`src/shared/irq_defines.svh`:
```
// Function
// - reset and each source own distinct low vectors; lower vector wins
// - reset ranks first, ext_request_zero directly below it
// - a source is taken only with its enable and global enable both one
// - accepting an interrupt clears global enable
// - software setting global enable inside a handler lets handlers nest
// - return from handler sets global enable
// - hardware clears a source flag when it vectors to that handler
// - writing one to a flag bit clears it
// - events set their flag even while disabled; flag held until serviced or cleared
// - flags raised while globally disabled wait, then serve in priority order
// - level sources request only while their condition is present
// - after return, one interrupted instruction runs before the next interrupt
// - only the program counter is stacked; status word is never saved
// - disable instruction acts at once, blocking a same-cycle request too
// - instruction after the unmask instruction runs before any interrupt
// - entry takes four cycles pushing the program counter
// - jump at the vector takes three cycles to reach the handler
// - a multi-cycle instruction completes before interrupt service
// - waking from sleep adds four cycles to entry
// - return takes four cycles, pops two bytes, stack pointer plus two
// - program counter is 10, 11 or 12 bits, addressing 16-bit words
// - each stack sram access takes two clock cycles
// - core clock is used undivided
// - entry push decrements stack pointer by two, stack grows downward
`ifndef IRQ_DEFINES_SVH
`define IRQ_DEFINES_SVH

// register byte offsets
`define OFS_ENABLE 8'h00
`define OFS_FLAG 8'h04
`define OFS_STATUS 8'h08
`define OFS_STACK 8'h0c
`define OFS_STATE 8'h10

// status word layout and reset values
`define GIE_BIT 7
`define STATUS_RESET 8'h00
`define SP_RESET 16'h0000

// vector table layout, in program words
`define VEC_BASE 0
`define VEC_SLOT 1

// timing, in core clock cycles; stack pointer step in bytes
`define SRAM_ACCESS_CYCLES 2
`define ENTRY_CYCLES 4
`define WAKE_EXTRA_CYCLES 4
`define RETURN_CYCLES 4
`define JUMP_CYCLES 3
`define SP_STEP 2

`endif

```
`src/shared/irq_pkg.sv`:
```
package irq_pkg;
   // instruction class reported at each instruction boundary
   typedef enum logic [2:0] {
      OP_OTHER = 3'b000,
      OP_DISABLE = 3'b001,
      OP_UNMASK = 3'b010,
      OP_RETURN = 3'b011
   } op_t;

   typedef struct packed {
      op_t op;
      logic [15:0] next_pc;
   } core_retire_t;

   typedef struct packed {
      logic [15:0] addr;
      logic [7:0] wdata;
      logic we;
      logic re;
   } sram_req_t;

   typedef enum logic [2:0] {
      ST_RESET_VEC = 3'b000,
      ST_RUN = 3'b001,
      ST_WAKE = 3'b010,
      ST_PUSH_LO = 3'b011,
      ST_PUSH_HI = 3'b100,
      ST_POP_HI = 3'b101,
      ST_POP_LO = 3'b110
   } seq_state_t;
endpackage

```
`src/rtl/irq_entry_return_sequencer.sv`:
```
`timescale 1ns/10ps
`default_nettype none
`include "irq_defines.svh"
module irq_entry_return_sequencer #(
   parameter int NUM_SRC = 8,
   parameter int PC_W = 12,
   parameter logic [NUM_SRC-1:0] LEVEL_SRC = '0
) (
   input wire logic hclk,
   input wire logic hresetn,
   input wire logic hsel,
   input wire logic [31:0] haddr,
   input wire logic [1:0] htrans,
   input wire logic hwrite,
   input wire logic [2:0] hsize,
   input wire logic [31:0] hwdata,
   input wire logic hready,
   output logic hreadyout,
   output logic hresp,
   output logic [31:0] hrdata,
   input wire logic [NUM_SRC-1:0] src_event,
   input wire logic [NUM_SRC-1:0] src_level,
   input wire logic retire_valid,
   input wire irq_pkg::core_retire_t retire,
   input wire logic sleeping,
   output var irq_pkg::sram_req_t sram_req,
   input wire logic [7:0] sram_rdata,
   output logic core_hold,
   output logic pc_load,
   output logic [PC_W-1:0] pc_value,
   output logic handler_entered,
   output logic global_enable
);
   import irq_pkg::*;

   // software visible state
   logic [NUM_SRC-1:0] enable;
   logic [NUM_SRC-1:0] flag;
   logic [7:0] status_word;
   logic [15:0] stack_ptr;

   // sequencer state
   seq_state_t state;
   seq_state_t next_state;
   logic skip_one;
   logic [3:0] wake_cnt;
   logic [3:0] jump_cnt;
   logic [$clog2(NUM_SRC+1)-1:0] sel_idx;
   logic [15:0] saved_pc;
   logic [7:0] pop_hi;

   // bus data phase bookkeeping
   logic wr_pend;
   logic rd_pend;
   logic [7:0] bus_addr;

   // stack port handshake
   logic st_start;
   logic st_wr;
   logic [15:0] st_addr;
   logic [7:0] st_wdata;
   logic st_done;

   // derived request terms
   logic [NUM_SRC-1:0] pending;
   logic any_pending;
   logic [$clog2(NUM_SRC+1)-1:0] win_idx;
   logic take;
   logic boundary_ok;
   logic entry_done;
   logic return_done;
   logic bus_accept;
   logic sw_wr_flag;
   logic sw_wr_status;
   logic sw_wr_enable;
   logic sw_wr_stack;

   assign global_enable = status_word[`GIE_BIT];

   // pending terms: flag sources latch, level sources follow the condition
   genvar gi;
   generate
      for (gi = 0; gi < NUM_SRC; gi++) begin : g_src
         if (LEVEL_SRC[gi]) begin : g_level
            assign pending[gi] = enable[gi] & src_level[gi];
            always_ff @(posedge hclk or negedge hresetn) begin
               if (!hresetn) begin
                  flag[gi] <= 1'b0;
               end else begin
                  flag[gi] <= src_level[gi];
               end
            end
         end else begin : g_flag
            assign pending[gi] = enable[gi] & flag[gi];
            // a new event beats any clear in the same cycle
            always_ff @(posedge hclk or negedge hresetn) begin
               if (!hresetn) begin
                  flag[gi] <= 1'b0;
               end else if (src_event[gi]) begin
                  flag[gi] <= 1'b1;
               end else if (entry_done && (sel_idx == gi)) begin
                  flag[gi] <= 1'b0;
               end else if (sw_wr_flag && hwdata[gi]) begin
                  flag[gi] <= 1'b0;
               end
            end
         end
      end
   endgenerate

   // lowest index wins; index zero is ext_request_zero
   always_comb begin
      any_pending = 1'b0;
      win_idx = '0;
      for (int i = NUM_SRC - 1; i >= 0; i--) begin
         if (pending[i]) begin
            any_pending = 1'b1;
            win_idx = ($clog2(NUM_SRC+1))'(i);
         end
      end
   end

   // an interrupt is only taken at a completed instruction boundary or from sleep;
   // the disable and return instructions block a same-cycle take
   assign boundary_ok = (retire_valid && !skip_one && (retire.op != OP_DISABLE) &&
                         (retire.op != OP_RETURN)) || (sleeping && !retire_valid);
   assign take = (state == ST_RUN) && global_enable && any_pending && boundary_ok;
   assign entry_done = (state == ST_PUSH_HI) && st_done;
   assign return_done = (state == ST_POP_LO) && st_done;

   // sequencer next state
   always_comb begin
      next_state = state;
      unique case (state)
         ST_RESET_VEC: next_state = ST_RUN;
         ST_RUN: begin
            if (take) begin
               next_state = sleeping ? ST_WAKE : ST_PUSH_LO;
            end else if (retire_valid && (retire.op == OP_RETURN)) begin
               next_state = ST_POP_HI;
            end
         end
         ST_WAKE: begin
            if (wake_cnt == 4'h0) begin
               next_state = ST_PUSH_LO;
            end
         end
         ST_PUSH_LO: begin
            if (st_done) begin
               next_state = ST_PUSH_HI;
            end
         end
         ST_PUSH_HI: begin
            if (st_done) begin
               next_state = ST_RUN;
            end
         end
         ST_POP_HI: begin
            if (st_done) begin
               next_state = ST_POP_LO;
            end
         end
         ST_POP_LO: begin
            if (st_done) begin
               next_state = ST_RUN;
            end
         end
         default: next_state = ST_RUN;
      endcase
   end

   // stack access requests; only the program counter ever goes on the stack
   always_comb begin
      st_start = 1'b0;
      st_wr = 1'b0;
      st_addr = stack_ptr;
      st_wdata = saved_pc[7:0];
      if ((next_state == ST_PUSH_LO) && (state != ST_PUSH_LO)) begin
         st_start = 1'b1;
         st_wr = 1'b1;
         st_addr = stack_ptr;
         st_wdata = (state == ST_WAKE) ? saved_pc[7:0] : retire.next_pc[7:0];
      end else if ((next_state == ST_PUSH_HI) && (state != ST_PUSH_HI)) begin
         st_start = 1'b1;
         st_wr = 1'b1;
         st_addr = stack_ptr - 16'h0001;
         st_wdata = saved_pc[15:8];
      end else if ((next_state == ST_POP_HI) && (state != ST_POP_HI)) begin
         st_start = 1'b1;
         st_addr = stack_ptr + 16'h0001;
      end else if ((next_state == ST_POP_LO) && (state != ST_POP_LO)) begin
         st_start = 1'b1;
         st_addr = stack_ptr + 16'(`SP_STEP);
      end
   end

   stack_port #(
      .ACC_CYCLES(`SRAM_ACCESS_CYCLES)
   ) u_stack_port (
      .hclk(hclk),
      .hresetn(hresetn),
      .start(st_start),
      .wr(st_wr),
      .addr(st_addr),
      .wdata(st_wdata),
      .sram_req(sram_req),
      .done(st_done)
   );

   // state register; the core clock is used as is, no divider
   always_ff @(posedge hclk or negedge hresetn) begin
      if (!hresetn) begin
         state <= ST_RESET_VEC;
      end else begin
         state <= next_state;
      end
   end

   // captured context of the current entry
   always_ff @(posedge hclk or negedge hresetn) begin
      if (!hresetn) begin
         sel_idx <= '0;
         saved_pc <= 16'h0000;
         wake_cnt <= 4'h0;
      end else if (take) begin
         sel_idx <= win_idx;
         saved_pc <= retire.next_pc;
         wake_cnt <= 4'(`WAKE_EXTRA_CYCLES - 1);
      end else if ((state == ST_WAKE) && (wake_cnt != 4'h0)) begin
         wake_cnt <= wake_cnt - 4'h1;
      end
   end

   // high byte of the popped return address
   always_ff @(posedge hclk or negedge hresetn) begin
      if (!hresetn) begin
         pop_hi <= 8'h00;
      end else if ((state == ST_POP_HI) && st_done) begin
         pop_hi <= sram_rdata;
      end
   end

   // vector and resume loads toward the fetch unit
   always_ff @(posedge hclk or negedge hresetn) begin
      if (!hresetn) begin
         pc_load <= 1'b0;
         pc_value <= '0;
      end else if (state == ST_RESET_VEC) begin
         pc_load <= 1'b1;
         pc_value <= PC_W'(`VEC_BASE);
      end else if (entry_done) begin
         pc_load <= 1'b1;
         pc_value <= PC_W'(`VEC_BASE + (int'(sel_idx) + 1) * `VEC_SLOT);
      end else if (return_done) begin
         pc_load <= 1'b1;
         pc_value <= PC_W'({pop_hi, sram_rdata});
      end else begin
         pc_load <= 1'b0;
      end
   end

   // core stall while the sequencer owns the stack
   always_ff @(posedge hclk or negedge hresetn) begin
      if (!hresetn) begin
         core_hold <= 1'b1;
      end else begin
         core_hold <= (next_state != ST_RUN);
      end
   end

   // count off the vector jump so the handler_entered output marks the handler reached
   always_ff @(posedge hclk or negedge hresetn) begin
      if (!hresetn) begin
         jump_cnt <= 4'h0;
         handler_entered <= 1'b0;
      end else if (entry_done) begin
         jump_cnt <= 4'(`JUMP_CYCLES);
         handler_entered <= 1'b0;
      end else if (jump_cnt != 4'h0) begin
         jump_cnt <= jump_cnt - 4'h1;
         handler_entered <= (jump_cnt == 4'h1);
      end else begin
         handler_entered <= 1'b0;
      end
   end

   // one-instruction guard after unmask and after return
   always_ff @(posedge hclk or negedge hresetn) begin
      if (!hresetn) begin
         skip_one <= 1'b0;
      end else if (return_done) begin
         skip_one <= 1'b1;
      end else if (retire_valid && (state == ST_RUN)) begin
         skip_one <= (retire.op == OP_UNMASK);
      end
   end

   // stack pointer; hardware updates beat a software write
   always_ff @(posedge hclk or negedge hresetn) begin
      if (!hresetn) begin
         stack_ptr <= `SP_RESET;
      end else if (entry_done) begin
         stack_ptr <= stack_ptr - 16'(`SP_STEP);
      end else if (return_done) begin
         stack_ptr <= stack_ptr + 16'(`SP_STEP);
      end else if (sw_wr_stack) begin
         stack_ptr <= hwdata[15:0];
      end
   end

   // status word; global enable has several masters, in this order
   always_ff @(posedge hclk or negedge hresetn) begin
      if (!hresetn) begin
         status_word <= `STATUS_RESET;
      end else if (return_done) begin
         status_word[`GIE_BIT] <= 1'b1;
      end else if (take) begin
         status_word[`GIE_BIT] <= 1'b0;
      end else if (retire_valid && (retire.op == OP_DISABLE)) begin
         status_word[`GIE_BIT] <= 1'b0;
      end else if (retire_valid && (retire.op == OP_UNMASK)) begin
         status_word[`GIE_BIT] <= 1'b1;
      end else if (sw_wr_status) begin
         status_word <= hwdata[7:0];
      end
   end

   // per-source enables
   always_ff @(posedge hclk or negedge hresetn) begin
      if (!hresetn) begin
         enable <= '0;
      end else if (sw_wr_enable) begin
         enable <= hwdata[NUM_SRC-1:0];
      end
   end

   // bus address phase; reads take one wait state so a write just before is seen
   assign bus_accept = hsel && hready && htrans[1];
   assign sw_wr_enable = wr_pend && (bus_addr == `OFS_ENABLE);
   assign sw_wr_flag = wr_pend && (bus_addr == `OFS_FLAG);
   assign sw_wr_status = wr_pend && (bus_addr == `OFS_STATUS);
   assign sw_wr_stack = wr_pend && (bus_addr == `OFS_STACK);

   always_ff @(posedge hclk or negedge hresetn) begin
      if (!hresetn) begin
         wr_pend <= 1'b0;
         rd_pend <= 1'b0;
         bus_addr <= 8'h00;
      end else begin
         wr_pend <= bus_accept && hwrite;
         rd_pend <= bus_accept && !hwrite;
         if (bus_accept) begin
            bus_addr <= {haddr[7:2], 2'b00};
         end
      end
   end

   // ready and response; always OKAY
   always_ff @(posedge hclk or negedge hresetn) begin
      if (!hresetn) begin
         hreadyout <= 1'b1;
         hresp <= 1'b0;
      end else begin
         hreadyout <= !(bus_accept && !hwrite);
         hresp <= 1'b0;
      end
   end

   // read mux; unmapped offsets read zero
   always_ff @(posedge hclk or negedge hresetn) begin
      if (!hresetn) begin
         hrdata <= 32'h0000_0000;
      end else if (rd_pend) begin
         unique case (bus_addr)
            `OFS_ENABLE: hrdata <= 32'(enable);
            `OFS_FLAG: hrdata <= 32'(flag);
            `OFS_STATUS: hrdata <= {24'h000000, status_word};
            `OFS_STACK: hrdata <= {16'h0000, stack_ptr};
            `OFS_STATE: hrdata <= {16'h0000, 7'h00, skip_one, 5'h00, state};
            default: hrdata <= 32'h0000_0000;
         endcase
      end
   end
endmodule
`default_nettype wire

```
`src/rtl/stack_port.sv`:
```
`timescale 1ns/10ps
`default_nettype none
`include "irq_defines.svh"
module stack_port #(
   parameter int ACC_CYCLES = `SRAM_ACCESS_CYCLES
) (
   input wire logic hclk,
   input wire logic hresetn,
   input wire logic start,
   input wire logic wr,
   input wire logic [15:0] addr,
   input wire logic [7:0] wdata,
   output var irq_pkg::sram_req_t sram_req,
   output logic done
);
   import irq_pkg::*;

   logic busy;
   logic [3:0] cnt;

   // done is combinational so back to back accesses chain with no gap
   assign done = busy && (cnt == 4'(ACC_CYCLES - 1));

   // access cycle counter
   always_ff @(posedge hclk or negedge hresetn) begin
      if (!hresetn) begin
         busy <= 1'b0;
         cnt <= 4'h0;
      end else if (start) begin
         busy <= 1'b1;
         cnt <= 4'h0;
      end else if (done) begin
         busy <= 1'b0;
      end else if (busy) begin
         cnt <= cnt + 4'h1;
      end
   end

   // strobes held for the whole access
   always_ff @(posedge hclk or negedge hresetn) begin
      if (!hresetn) begin
         sram_req <= '0;
      end else if (start) begin
         sram_req <= '{addr: addr, wdata: wdata, we: wr, re: !wr};
      end else if (done) begin
         sram_req.we <= 1'b0;
         sram_req.re <= 1'b0;
      end
   end
endmodule
`default_nettype wire

```
`config.mk`:
```
export PLATFORM = sky130hd
export DESIGN_NAME = irq_entry_return_sequencer
export DESIGN_NICKNAME = d
export VERILOG_FILES = /design/src/shared/irq_pkg.sv /design/src/rtl/irq_entry_return_sequencer.sv /design/src/rtl/stack_port.sv
export VERILOG_INCLUDE_DIRS = /design/src /design/src/shared
export SDC_FILE = /design/constraint.sdc
export NUM_CORES = 1
export LEC_CHECK = 0
export BUFFER_PORTS_ARGS = -buffer_cell sky130_fd_sc_hd__buf_4
export CAP_MARGIN = 20
export CORE_ASPECT_RATIO = 1.5
export CORE_MARGIN = 5
export CORE_UTILIZATION = 40
export CTS_BUF_LIST = sky130_fd_sc_hd__clkbuf_4 sky130_fd_sc_hd__clkbuf_8
export DETAILED_ROUTE_END_ITERATION = 8
export PLACE_DENSITY = 0.65
export SKIP_LAST_GASP = 1
export SLEW_MARGIN = 15
export SYNTH_ARGS = -nofsm -noshare
export SYNTH_HDL_FRONTEND = slang
export SYNTH_HIERARCHICAL = 1
export SYNTH_SLANG_ARGS = --single-unit
export TNS_END_PERCENT = 1
```
`constraint.sdc`:
```
create_clock -name hclk -period 3.2 [get_ports hclk]
set_input_delay 0.64 -clock hclk [delete_from_list [all_inputs] [get_ports hclk]]
set_output_delay 0.64 -clock hclk [all_outputs]
set_load 0.1 [all_outputs]
```
==> results.json, run 1 <==
{
  "drt_iter0_drc": 467,
  "cp_common_cell": "inv_1",
  "drv_slew": 0,
  "synth_compound_area_share_pct": 16.04,
  "power_density_nw_per_um2": 973.3,
  "clock_sinks": 146,
  "clk_latency_ns": 0.47,
  "grt-ovfl-total": 0,
  "syn_area_um2": 8003,
  "htreeDepth": 4,
  "synth_flop_cell": "dfrtp_1",
  "fin_skew_ns": 0.01307,
  "slowest_delay_ns": 0.47,
  "synth-seq-cells": 146,
  "ctsHoldBuffers": 0,
  "grt_pass1_wl_mm": 35.05,
  "clockRootBuffer": "clkbuf_8",
  "hold_path_class": "in -> async",
  "post_cts_buffers": 0,
  "synth_seq_area_share_pct": 45.68,
  "max_freq_mhz": 348.9,
  "dieArea_um2": 22990,
  "synthXorXnorAreaFrac_pct": 2.846,
  "antenna_found_initial": 0,
  "final_util_pct": 48.65,
  "design.core.area_um2": 19710,
  "worstRegToRegCells": 11,
  "hold_viol": 0,
  "start_util_pct": 40.61,
  "synth-simple-area-share_pct": 14.95,
  "avgRoutedWirePerCell_um": 18.33,
  "cp_slowest_cell": "a221oi_4",
  "clockBufferDepth": 2,
  "area_delta_synth_final_pct": 19.79,
  "grt_max_degree": 56,
  "cts.reportedPaths.clkPinSlew_ns": 0.08,
  "antenna_cells": 0,
  "viasPerCell": 5.503,
  "die_y_um": 183.2,
  "muxShareOfSynthArea_pct": 11.66,
  "async_reset_ff_share_pct": 100.0,
  "path_cells": "inv_1, ha_1, nand4bb_1, inv_1, nand2_1, nor3b_2, a21oi_1, a221oi_4, mux2_4, a21o_1, mux2_2",
  "avgSynthCellArea_um2": 10.00,
  "worstSetupPathType": "reg -> reg",
  "gp_congestion": 0.9110,
  "synth_cells": 800,
  "status": "completed",
  "synth_top_family_by_area": "compound AO/OA/AOI/OAI gates",
  "grt_pass1_vias": 6579,
  "final_cell_mix": "buf_4, dfrtp_1, nand2_1",
  "port_buffers": 123,
  "crit_path_start_kind": "register",
  "period_share_pct": 89.57,
  "worstMarginPinSlew_ns": 0.8198,
  "synth.distinct_cells": 70,
  "die_w_um": 125.5,
  "cts_tree": "built",
  "synthAdderAreaFrac_pct": 2.658,
  "grt_use_total_pct": 19.30,
  "dp_hpwl_mm": 16.52,
  "dr.pass1.iters": 5,
  "rsz0062_at_grt": "false",
  "ys_warn_count": 6,
  "tns_ns": 0,
  "relSlewSlack_pct": 45.35,
  "period_needed_ns": 2.866,
  "power_leakage_nw": 4.257,
  "synth_edf_count": 0,
  "final_nets": 1059,
  "drcViolationCount": 0,
  "ios": 195,
  "cts_resized": 0,
  "drive_gt1_share_pct": 30.02,
  "cts_buffers": 17,
  "routed-via-count": 6581,
  "cap_violations": 0,
  "num_rows": 63,
  "cp-end-kind": "register",
  "layout_commonest_cell": "buf_4",
  "worstPathArrival_ns": 3.21,
  "worstPathRequired_ns": 3.55,
  "routed_wirelength_mm": 21.92,
  "setup_viol": 0,
  "drt.antenna.violating_nets": 0,
  "irDropWorstVdd_mv": 0.7719,
  "crit_fanout": 8
}
## power by group
group | internal, mW | total (mW) | switching, mW
registers | 2.45 | 3.01 | 0.558
clock network | 0.617 | 1.36 | 0.740
logic | 1.63 | 4.97 | 3.34
total | 4.69 | 9.33 | 4.64
## worst paths after layout
check                                    startpoint                        end  slack (ns)
worst max-delay path            u_stack_port/cnt[1]   u_stack_port/sram_req[4]        0.33
worst max register to register  u_stack_port/cnt[1]   u_stack_port/sram_req[4]        0.33
worst min register to register            pop_hi[2]                  pop_hi[2]        0.48
max in group asynchronous                   hresetn  u_stack_port/sram_req[24]        2.28
min in group hclk                      src_event[2]                    flag[2]        0.37
worst min-delay path                        hresetn               stack_ptr[1]        0.12
## critical path: cells and delay by family (launching register included)
family	cells	cell delay, ns
DFF	1	0.41
muxes	2	0.66
buffers and inverters	2	0.21
AOI/OAI and AO/OA	3	0.79
and+or+nand+nor	3	0.52
adders and majority gates	1	0.14
## Yosys cell counts (all sizes together) (4+ instances only)
cell type / number / share of area, %
o21ai: 58 / 3.6
a31o: 9 / 0.99
a22oi: 12 / 1.1
nand2b: 8 / 0.63
a21o: 11 / 1.0
a22o: 19 / 2.1
mux2i: 4 / 0.50
buf: 31 / 2.5
clkbuf: 35 / 1.6
xor2: 8 / 0.88
inv: 41 / 1.9
or3: 5 / 0.39
mux4: 8 / 2.3
xnor2: 18 / 2.0
nor4: 12 / 0.94
a31oi: 6 / 0.47
nor3: 16 / 1.0
ha: 17 / 2.7
dfrtp: 144 / 45
or2: 5 / 0.39
nor2: 45 / 2.4
mux2: 63 / 8.9
and2: 6 / 0.50
nand2: 74 / 3.5
o22ai: 8 / 0.63
nand4: 9 / 0.70
nand3: 27 / 1.8
a211oi: 5 / 0.53
a21oi: 44 / 2.8
a221oi: 4 / 0.66
nor3b: 5 / 0.59
## layout make-up
class	count	area (um2)
well taps	260	325.3
clock inverters	11	78.83
repair buffers	154	1160
fillers	1914	10120
clock buffers	21	289.0
multi-input cells	563	3924
inverters	41	153.9
flip-flops and latches	146	3656
## stage by stage
stage	worst slack [ns]	std cells	instance area, um2	power (mW)	hold WS (ns)
floorplan	0.1442	816	8063	6.819	0.3444
global placement	0.3787	1164	9219	7.960	0.4608
detailed placement	0.3289	1164	9219	8.027	0.4640
CTS	0.3033	1196	9587	9.395	0.1253
global route	0.06915	1196	9587	9.873	0.1462
finish	0.3339	1196	9587	9.331	0.1169
## registers in the layout, summed over array words and instances (netlist names)
signal                 flops
bus_addr                   6
core_hold                  1
enable                     8
flag                       8
handler_entered            1
hrdata                    16
hreadyout                  1
jump_cnt                   4
pc_load                    1
pc_value                  12
pop_hi                     4
rd_pend                    1
saved_pc                  16
sel_idx                    3
skip_one                   1
stack_ptr                 16
state                      3
status_word                8
u_stack_port/busy          1
u_stack_port/cnt           4
u_stack_port/sram_req     26
wake_cnt                   4
wr_pend                    1
## kinds of logic (layout without fill, tap and decap cells)
kind of cell / after synthesis / count (layout)
muxes: 75 / 75
and+or+nand+nor: 232 / 232
other: 1 / 17
buffers and inverters: 107 / 227
AOI/OAI and AO/OA: 196 / 196
adders and majority gates: 17 / 17
DFF: 146 / 146
xor gates and xnor gates: 26 / 26
## routing by layer
metal / GRT usage (%) / wire length [um]
met4: 10.11 / 908
met5: 0 / 0
met1: 22.61 / 8603
met2: 33.60 / 11320
met3: 3.526 / 1087
Note: power is estimated with default switching activity, not from simulation.
==> inputs of run 2 (changes only) <==
- CORE_ASPECT_RATIO: 1.5 -> default
==> run 2 against run 1 <==
Against the previous run:
- clock skew rose by 0.0017 ns
- global-route usage fell by 0.47 points
- critical path depth did not move
- via count fell by 0.87%
- utilization rose by 0.54 points
- wire length fell by 3.3%
- setup slack got worse by 0.055 ns
- cell count rose by 0.17%
- sequential power barely moved
- non-clock buffer count fell by 3
- count of clock-buffer cells in the layout fell by 2
- highest routed layer unchanged
==> results.json, run 2 (synthesis results as in run 1) <==
{
  "status": "completed",
  "fill_cells": 1822,
  "rsz0062_at_grt": "false",
  "routed-via-count": 6524,
  "routed_wirelength_mm": 21.19,
  "seqPwrFrac_pct": 31.6,
  "place_area_um2": 9228,
  "grt_use_total_pct": 18.83,
  "grt_pass1_wl_mm": 33.68,
  "slowest_delay_ns": 0.42,
  "p_int_mw": 4.849,
  "cts_resized": 0,
  "pre_cts_slack_ns": 0.2790,
  "largest_reg_flops": 26,
  "finalPower_mw": 9.481,
  "start_util_pct": 40.85,
  "critical_path.top_delay_family": "compound AO/OA/AOI/OAI gates",
  "clock_sinks": 146,
  "cts_buffers": 17,
  "drcViolationCount": 0,
  "cap_violations": 0,
  "grtUsageMet3_pct": 4.339,
  "antenna_found_initial": 0,
  "dr.pass1.iters": 5,
  "grt_max_degree": 59,
  "power.switching_mw": 4.632,
  "met1_usage_pct": 25.35,
  "cp_common_cell": "inv_1",
  "clk_latency_ns": 0.46,
  "swShare_pct": 48.86,
  "crit_path_start_kind": "register",
  "busiest_layer": "met2",
  "final_area_um2": 9637,
  "r2r-start": "u_stack_port/cnt[1]",
  "worstMarginPinSlew_ns": 0.9066,
  "final_cell_mix": "buf_4, dfrtp_1, nand2_1",
  "cp-end-kind": "register",
  "setup_viol": 0,
  "drv_slew": 0,
  "worstSetupPathType": "reg -> reg",
  "p_clk_share_pct": 15.8,
  "worstPathArrival_ns": 3.26,
  "max_freq_mhz": 342.3,
  "comb_power_share_pct": 52.6,
  "dieArea_um2": 22940,
  "die_y_um": 151.4,
  "irDropWorstVdd_mv": 0.9560,
  "r2r_slack_ns": 0.28,
  "antenna_cells": 0,
  "gp_congestion": 0.9068,
  "design.core.area_um2": 19590,
  "hold_viol": 0,
  "die_w_um": 151.4,
  "path_cells": "inv_1, ha_1, nand4bb_1, inv_1, nand2_1, nor3b_2, a21oi_1, a221oi_4, mux2_4, a21o_1, mux2_2",
  "avgRoutedWirePerCell_um": 17.69,
  "fin_skew_ns": 0.01474,
  "hold_ws_ns": 0.1276,
  "cp_slowest_cell": "dfrtp_1",
  "port_buffers": 123,
  "hold_path_class": "in -> async",
  "drt_iter0_drc": 428,
  "clockBufferDepth": 2,
  "ctsHoldBuffers": 0,
  "crit_fanout": 10,
  "dp_hpwl_mm": 15.64,
  "num_rows": 51,
  "drt.antenna.violating_nets": 0,
  "period_needed_ns": 2.921,
  "r2r-end": "u_stack_port/sram_req[5]",
  "cts.reportedPaths.clkPinSlew_ns": 0.08,
  "worstPathRequired_ns": 3.54,
  "multi_input_area_um2": 3924,
  "area_delta_synth_final_pct": 20.42,
  "clockRootBuffer": "clkbuf_8",
  "met2_usage_pct": 30.36,
  "cts_tree": "built",
  "viasPerCell": 5.446,
  "grt_pass1_vias": 6341,
  "tns_ns": 0,
  "fin_ws_ns": 0.2789,
  "power_density_nw_per_um2": 983.8,
  "fin_cells": 1198,
  "dp_cells": 1166,
  "drive_gt1_share_pct": 29.80,
  "power_leakage_nw": 4.274,
  "cp_num_buf_inv": 2,
  "post_cts_buffers": 0,
  "layout_commonest_cell": "buf_4",
  "worstRegToRegCells": 11,
  "relSlewSlack_pct": 39.56,
  "path_depth": 11,
  "ios": 195,
  "regMostFlops": "u_stack_port/sram_req",
  "final_util_pct": 49.19,
  "grt-ovfl-total": 0,
  "final_nets": 1056,
  "htreeDepth": 4,
  "period_share_pct": 91.28,
  "register_area_um2": 3656
}
## run 2: cell count changes in the layout (fill, tap and decap cells not counted), sizes merged
| cell | delta |
|---|---|
| clkinvlp | -2 |
| inv | +4 |
| bufinv | +2 |
| clkinv | -2 |
| buf | -3 |
| clkbuf | -2 |
## run 2: layout make-up
cell class	count	share of cell area, %
Timing Repair Buffer	151	12.06
Clock inverter	13	1.532
Sequential cell	146	37.94
Inverter	41	1.597
Tap cell	265	3.441
Clock buffer	19	2.714
Multi-Input combinational cell	563	40.72
## run 2: power by group through the flow
stage	registers [mW]	clock network (mW)	logic, mW
CTS	2.99	1.54	5.01
floorplan	4.43	0	2.39
global route	3.08	1.62	5.35
finish	2.99	1.50	4.99
global placement	3.01	0	4.96
detailed placement	3.03	0	5.00
## run 2: per-layer routing
metal / wire length (um) / share of wire (%)
met1: 9203 / 43
met2: 10060 / 47
met3: 1536 / 7.2
met4: 388 / 1.8
met5: 0 / 0
## run 2: worst max path at each step
| stage | start | to | slack (ns) |
|---|---|---|---|
| 5_1_grt | u_stack_port/cnt[1] | u_stack_port/sram_req[9] | 0.10 |
| 2_1_floorplan | status_word[7] | u_stack_port/sram_req[14] | 0.14 |
| 3_3_place_gp | u_stack_port/cnt[1] | u_stack_port/sram_req[9] | 0.33 |
| 6_report | u_stack_port/cnt[1] | u_stack_port/sram_req[5] | 0.28 |
| 3_5_place_dp | u_stack_port/cnt[1] | u_stack_port/sram_req[2] | 0.28 |
| 4_1_cts | u_stack_port/cnt[1] | u_stack_port/sram_req[9] | 0.26 |
==> inputs of run 3 (changes only) <==
- CORE_ASPECT_RATIO: default -> 0.75
- SLEW_MARGIN: 15 -> 20
==> run 3 against run 2 <==
Against the previous run:
- critical endpoint is now u_stack_port/sram_req[9]
- clock skew up 0.0026 ns
- hold slack better by 0.0031 ns
- sequential share of layout area is 0.26 points higher
- via count grew 0.58%
- largest power group unchanged
- first-iteration DRC count up 36%
- combinational power about the same
- sequential power hardly changed
- critical path depth did not move
- global-route usage rose by 0.14 points
- largest cell class unchanged
- die area rose by 0.13%
- setup slack worse by 0.039 ns
==> results.json, run 3 (synthesis results as in run 1) <==
{
  "place_area_um2": 9205,
  "status": "completed",
  "port_buffers": 123,
  "grt_max_degree": 63,
  "ctsHoldBuffers": 0,
  "dp_cells": 1153,
  "worstRegToRegCells": 11,
  "post_cts_buffers": 0,
  "route.met3.wl_mm": 1.581,
  "num_rows": 44,
  "crit_fanout": 10,
  "clk_latency_ns": 0.47,
  "avgRoutedWirePerCell_um": 18.29,
  "routed_wirelength_mm": 21.67,
  "area_delta_synth_final_pct": 19.61,
  "fin_skew_ns": 0.01733,
  "max_freq_mhz": 337.9,
  "final_cell_mix": "buf_4, dfrtp_1, nand2_1",
  "fin_cells": 1185,
  "clockRootBuffer": "clkbuf_8",
  "fill_cells": 1863,
  "r2r-start": "u_stack_port/cnt[1]",
  "viasPerCell": 5.538,
  "final_area_um2": 9572,
  "irDropWorstVdd_mv": 0.6459,
  "die_w_um": 173.3,
  "drt_iter0_drc": 582,
  "r2r-end": "u_stack_port/sram_req[9]",
  "dr.pass1.iters": 6,
  "hold_path_class": "in -> async",
  "largest_reg_flops": 26,
  "grt_use_total_pct": 18.97,
  "worstPathRequired_ns": 3.55,
  "regMostFlops": "u_stack_port/sram_req",
  "start_util_pct": 41.06,
  "top_layer": "met4",
  "multi_input_area_um2": 3924,
  "hold_ws_ns": 0.1307,
  "dieArea_um2": 22960,
  "cp-end-kind": "register",
  "clockBufferDepth": 2,
  "tns_ns": 0,
  "setup_viol": 0,
  "hold_viol": 0,
  "dr_wl_met2_mm": 9.605,
  "cts.reportedPaths.clkPinSlew_ns": 0.09,
  "crit_path_start_kind": "register",
  "worstMarginPinSlew_ns": 0.8383,
  "cts_buffers": 17,
  "drt.antenna.violating_nets": 0,
  "met1_length_mm": 10.23,
  "power_density_nw_per_um2": 978.4,
  "antenna_cells": 0,
  "drive_gt1_share_pct": 29.72,
  "cap_violations": 0,
  "grt_pass1_wl_mm": 35.20,
  "ios": 195,
  "grt_pass1_vias": 6437,
  "dp_hpwl_mm": 15.88,
  "period_needed_ns": 2.960,
  "die_y_um": 132.5,
  "r2r_slack_ns": 0.24,
  "antenna_found_initial": 0,
  "worstPathArrival_ns": 3.30,
  "grt-ovfl-total": 0,
  "rsz0062_at_grt": "false",
  "cts_resized": 0,
  "clock_sinks": 146,
  "relSlewSlack_pct": 44.11,
  "design.core.area_um2": 19490,
  "final_nets": 1055,
  "cts_tree": "built",
  "htreeDepth": 4,
  "power_leakage_nw": 4.247,
  "gp_congestion": 0.9256,
  "routed-via-count": 6562,
  "drcViolationCount": 0,
  "register_area_um2": 3656,
  "worstSetupPathType": "reg -> reg",
  "period_share_pct": 92.49,
  "drv_slew": 0,
  "layout_commonest_cell": "buf_4"
}
-- run 3: metal layers --
metal,GRT usage [%],vias up
li1,-,3085
met1,27.59,3217
met2,27.97,237
met3,5.362,23
met4,4.874,0
met5,0,-
-- run 3: worst max path at each step --
stage | endpoint | from
floorplan | u_stack_port/sram_req[14] | status_word[7]
global placement | u_stack_port/sram_req[3] | u_stack_port/cnt[1]
detailed placement | u_stack_port/sram_req[6] | u_stack_port/cnt[1]
CTS | u_stack_port/sram_req[9] | u_stack_port/cnt[1]
global route | u_stack_port/sram_req[9] | u_stack_port/cnt[1]
finish | u_stack_port/sram_req[9] | u_stack_port/cnt[1]
-- run 3: cell type report --
| class | instances | share of cell area [%] |
|---|---|---|
| Clock buffer | 20 | 2.810 |
| Clock inverter | 12 | 1.020 |
| Inverter | 41 | 1.608 |
| Multi-Input combinational cell | 563 | 40.99 |
| Sequential cell | 146 | 38.20 |
| Tap cell | 253 | 3.307 |
| Timing Repair Buffer | 150 | 12.07 |
-- run 3: stage by stage --
stage | power, mW | setup WS, ns | util (%)
after floorplan | 6.819 | 0.1442 | -
after global placement | 7.969 | 0.2974 | 47.23
after detailed placement | 8.032 | 0.2649 | 47.23
after CTS | 9.420 | 0.2475 | 49.11
after global routing | 9.918 | 0.01902 | 49.11
final | 9.365 | 0.2404 | 49.11
-- run 3: critical path, cell delays in order, from the launching register on --
cell	delay (ns)
dfrtp_1	0.41
inv_1	0.07
ha_1	0.15
nand4bb_1	0.19
inv_1	0.28
nand2_1	0.17
nor3b_2	0.23
a21oi_1	0.12
a221oi_4	0.39
mux2_4	0.39
a21o_1	0.19
mux2_2	0.25
-- run 3: where the power goes --
group	leakage, nW	total (mW)	switching [mW]	internal, mW
clock	0.181	1.36	0.763	0.599
combinational	2.30	4.99	3.34	1.65
sequential	1.76	3.01	0.560	2.45
total	4.25	9.37	4.66	4.70
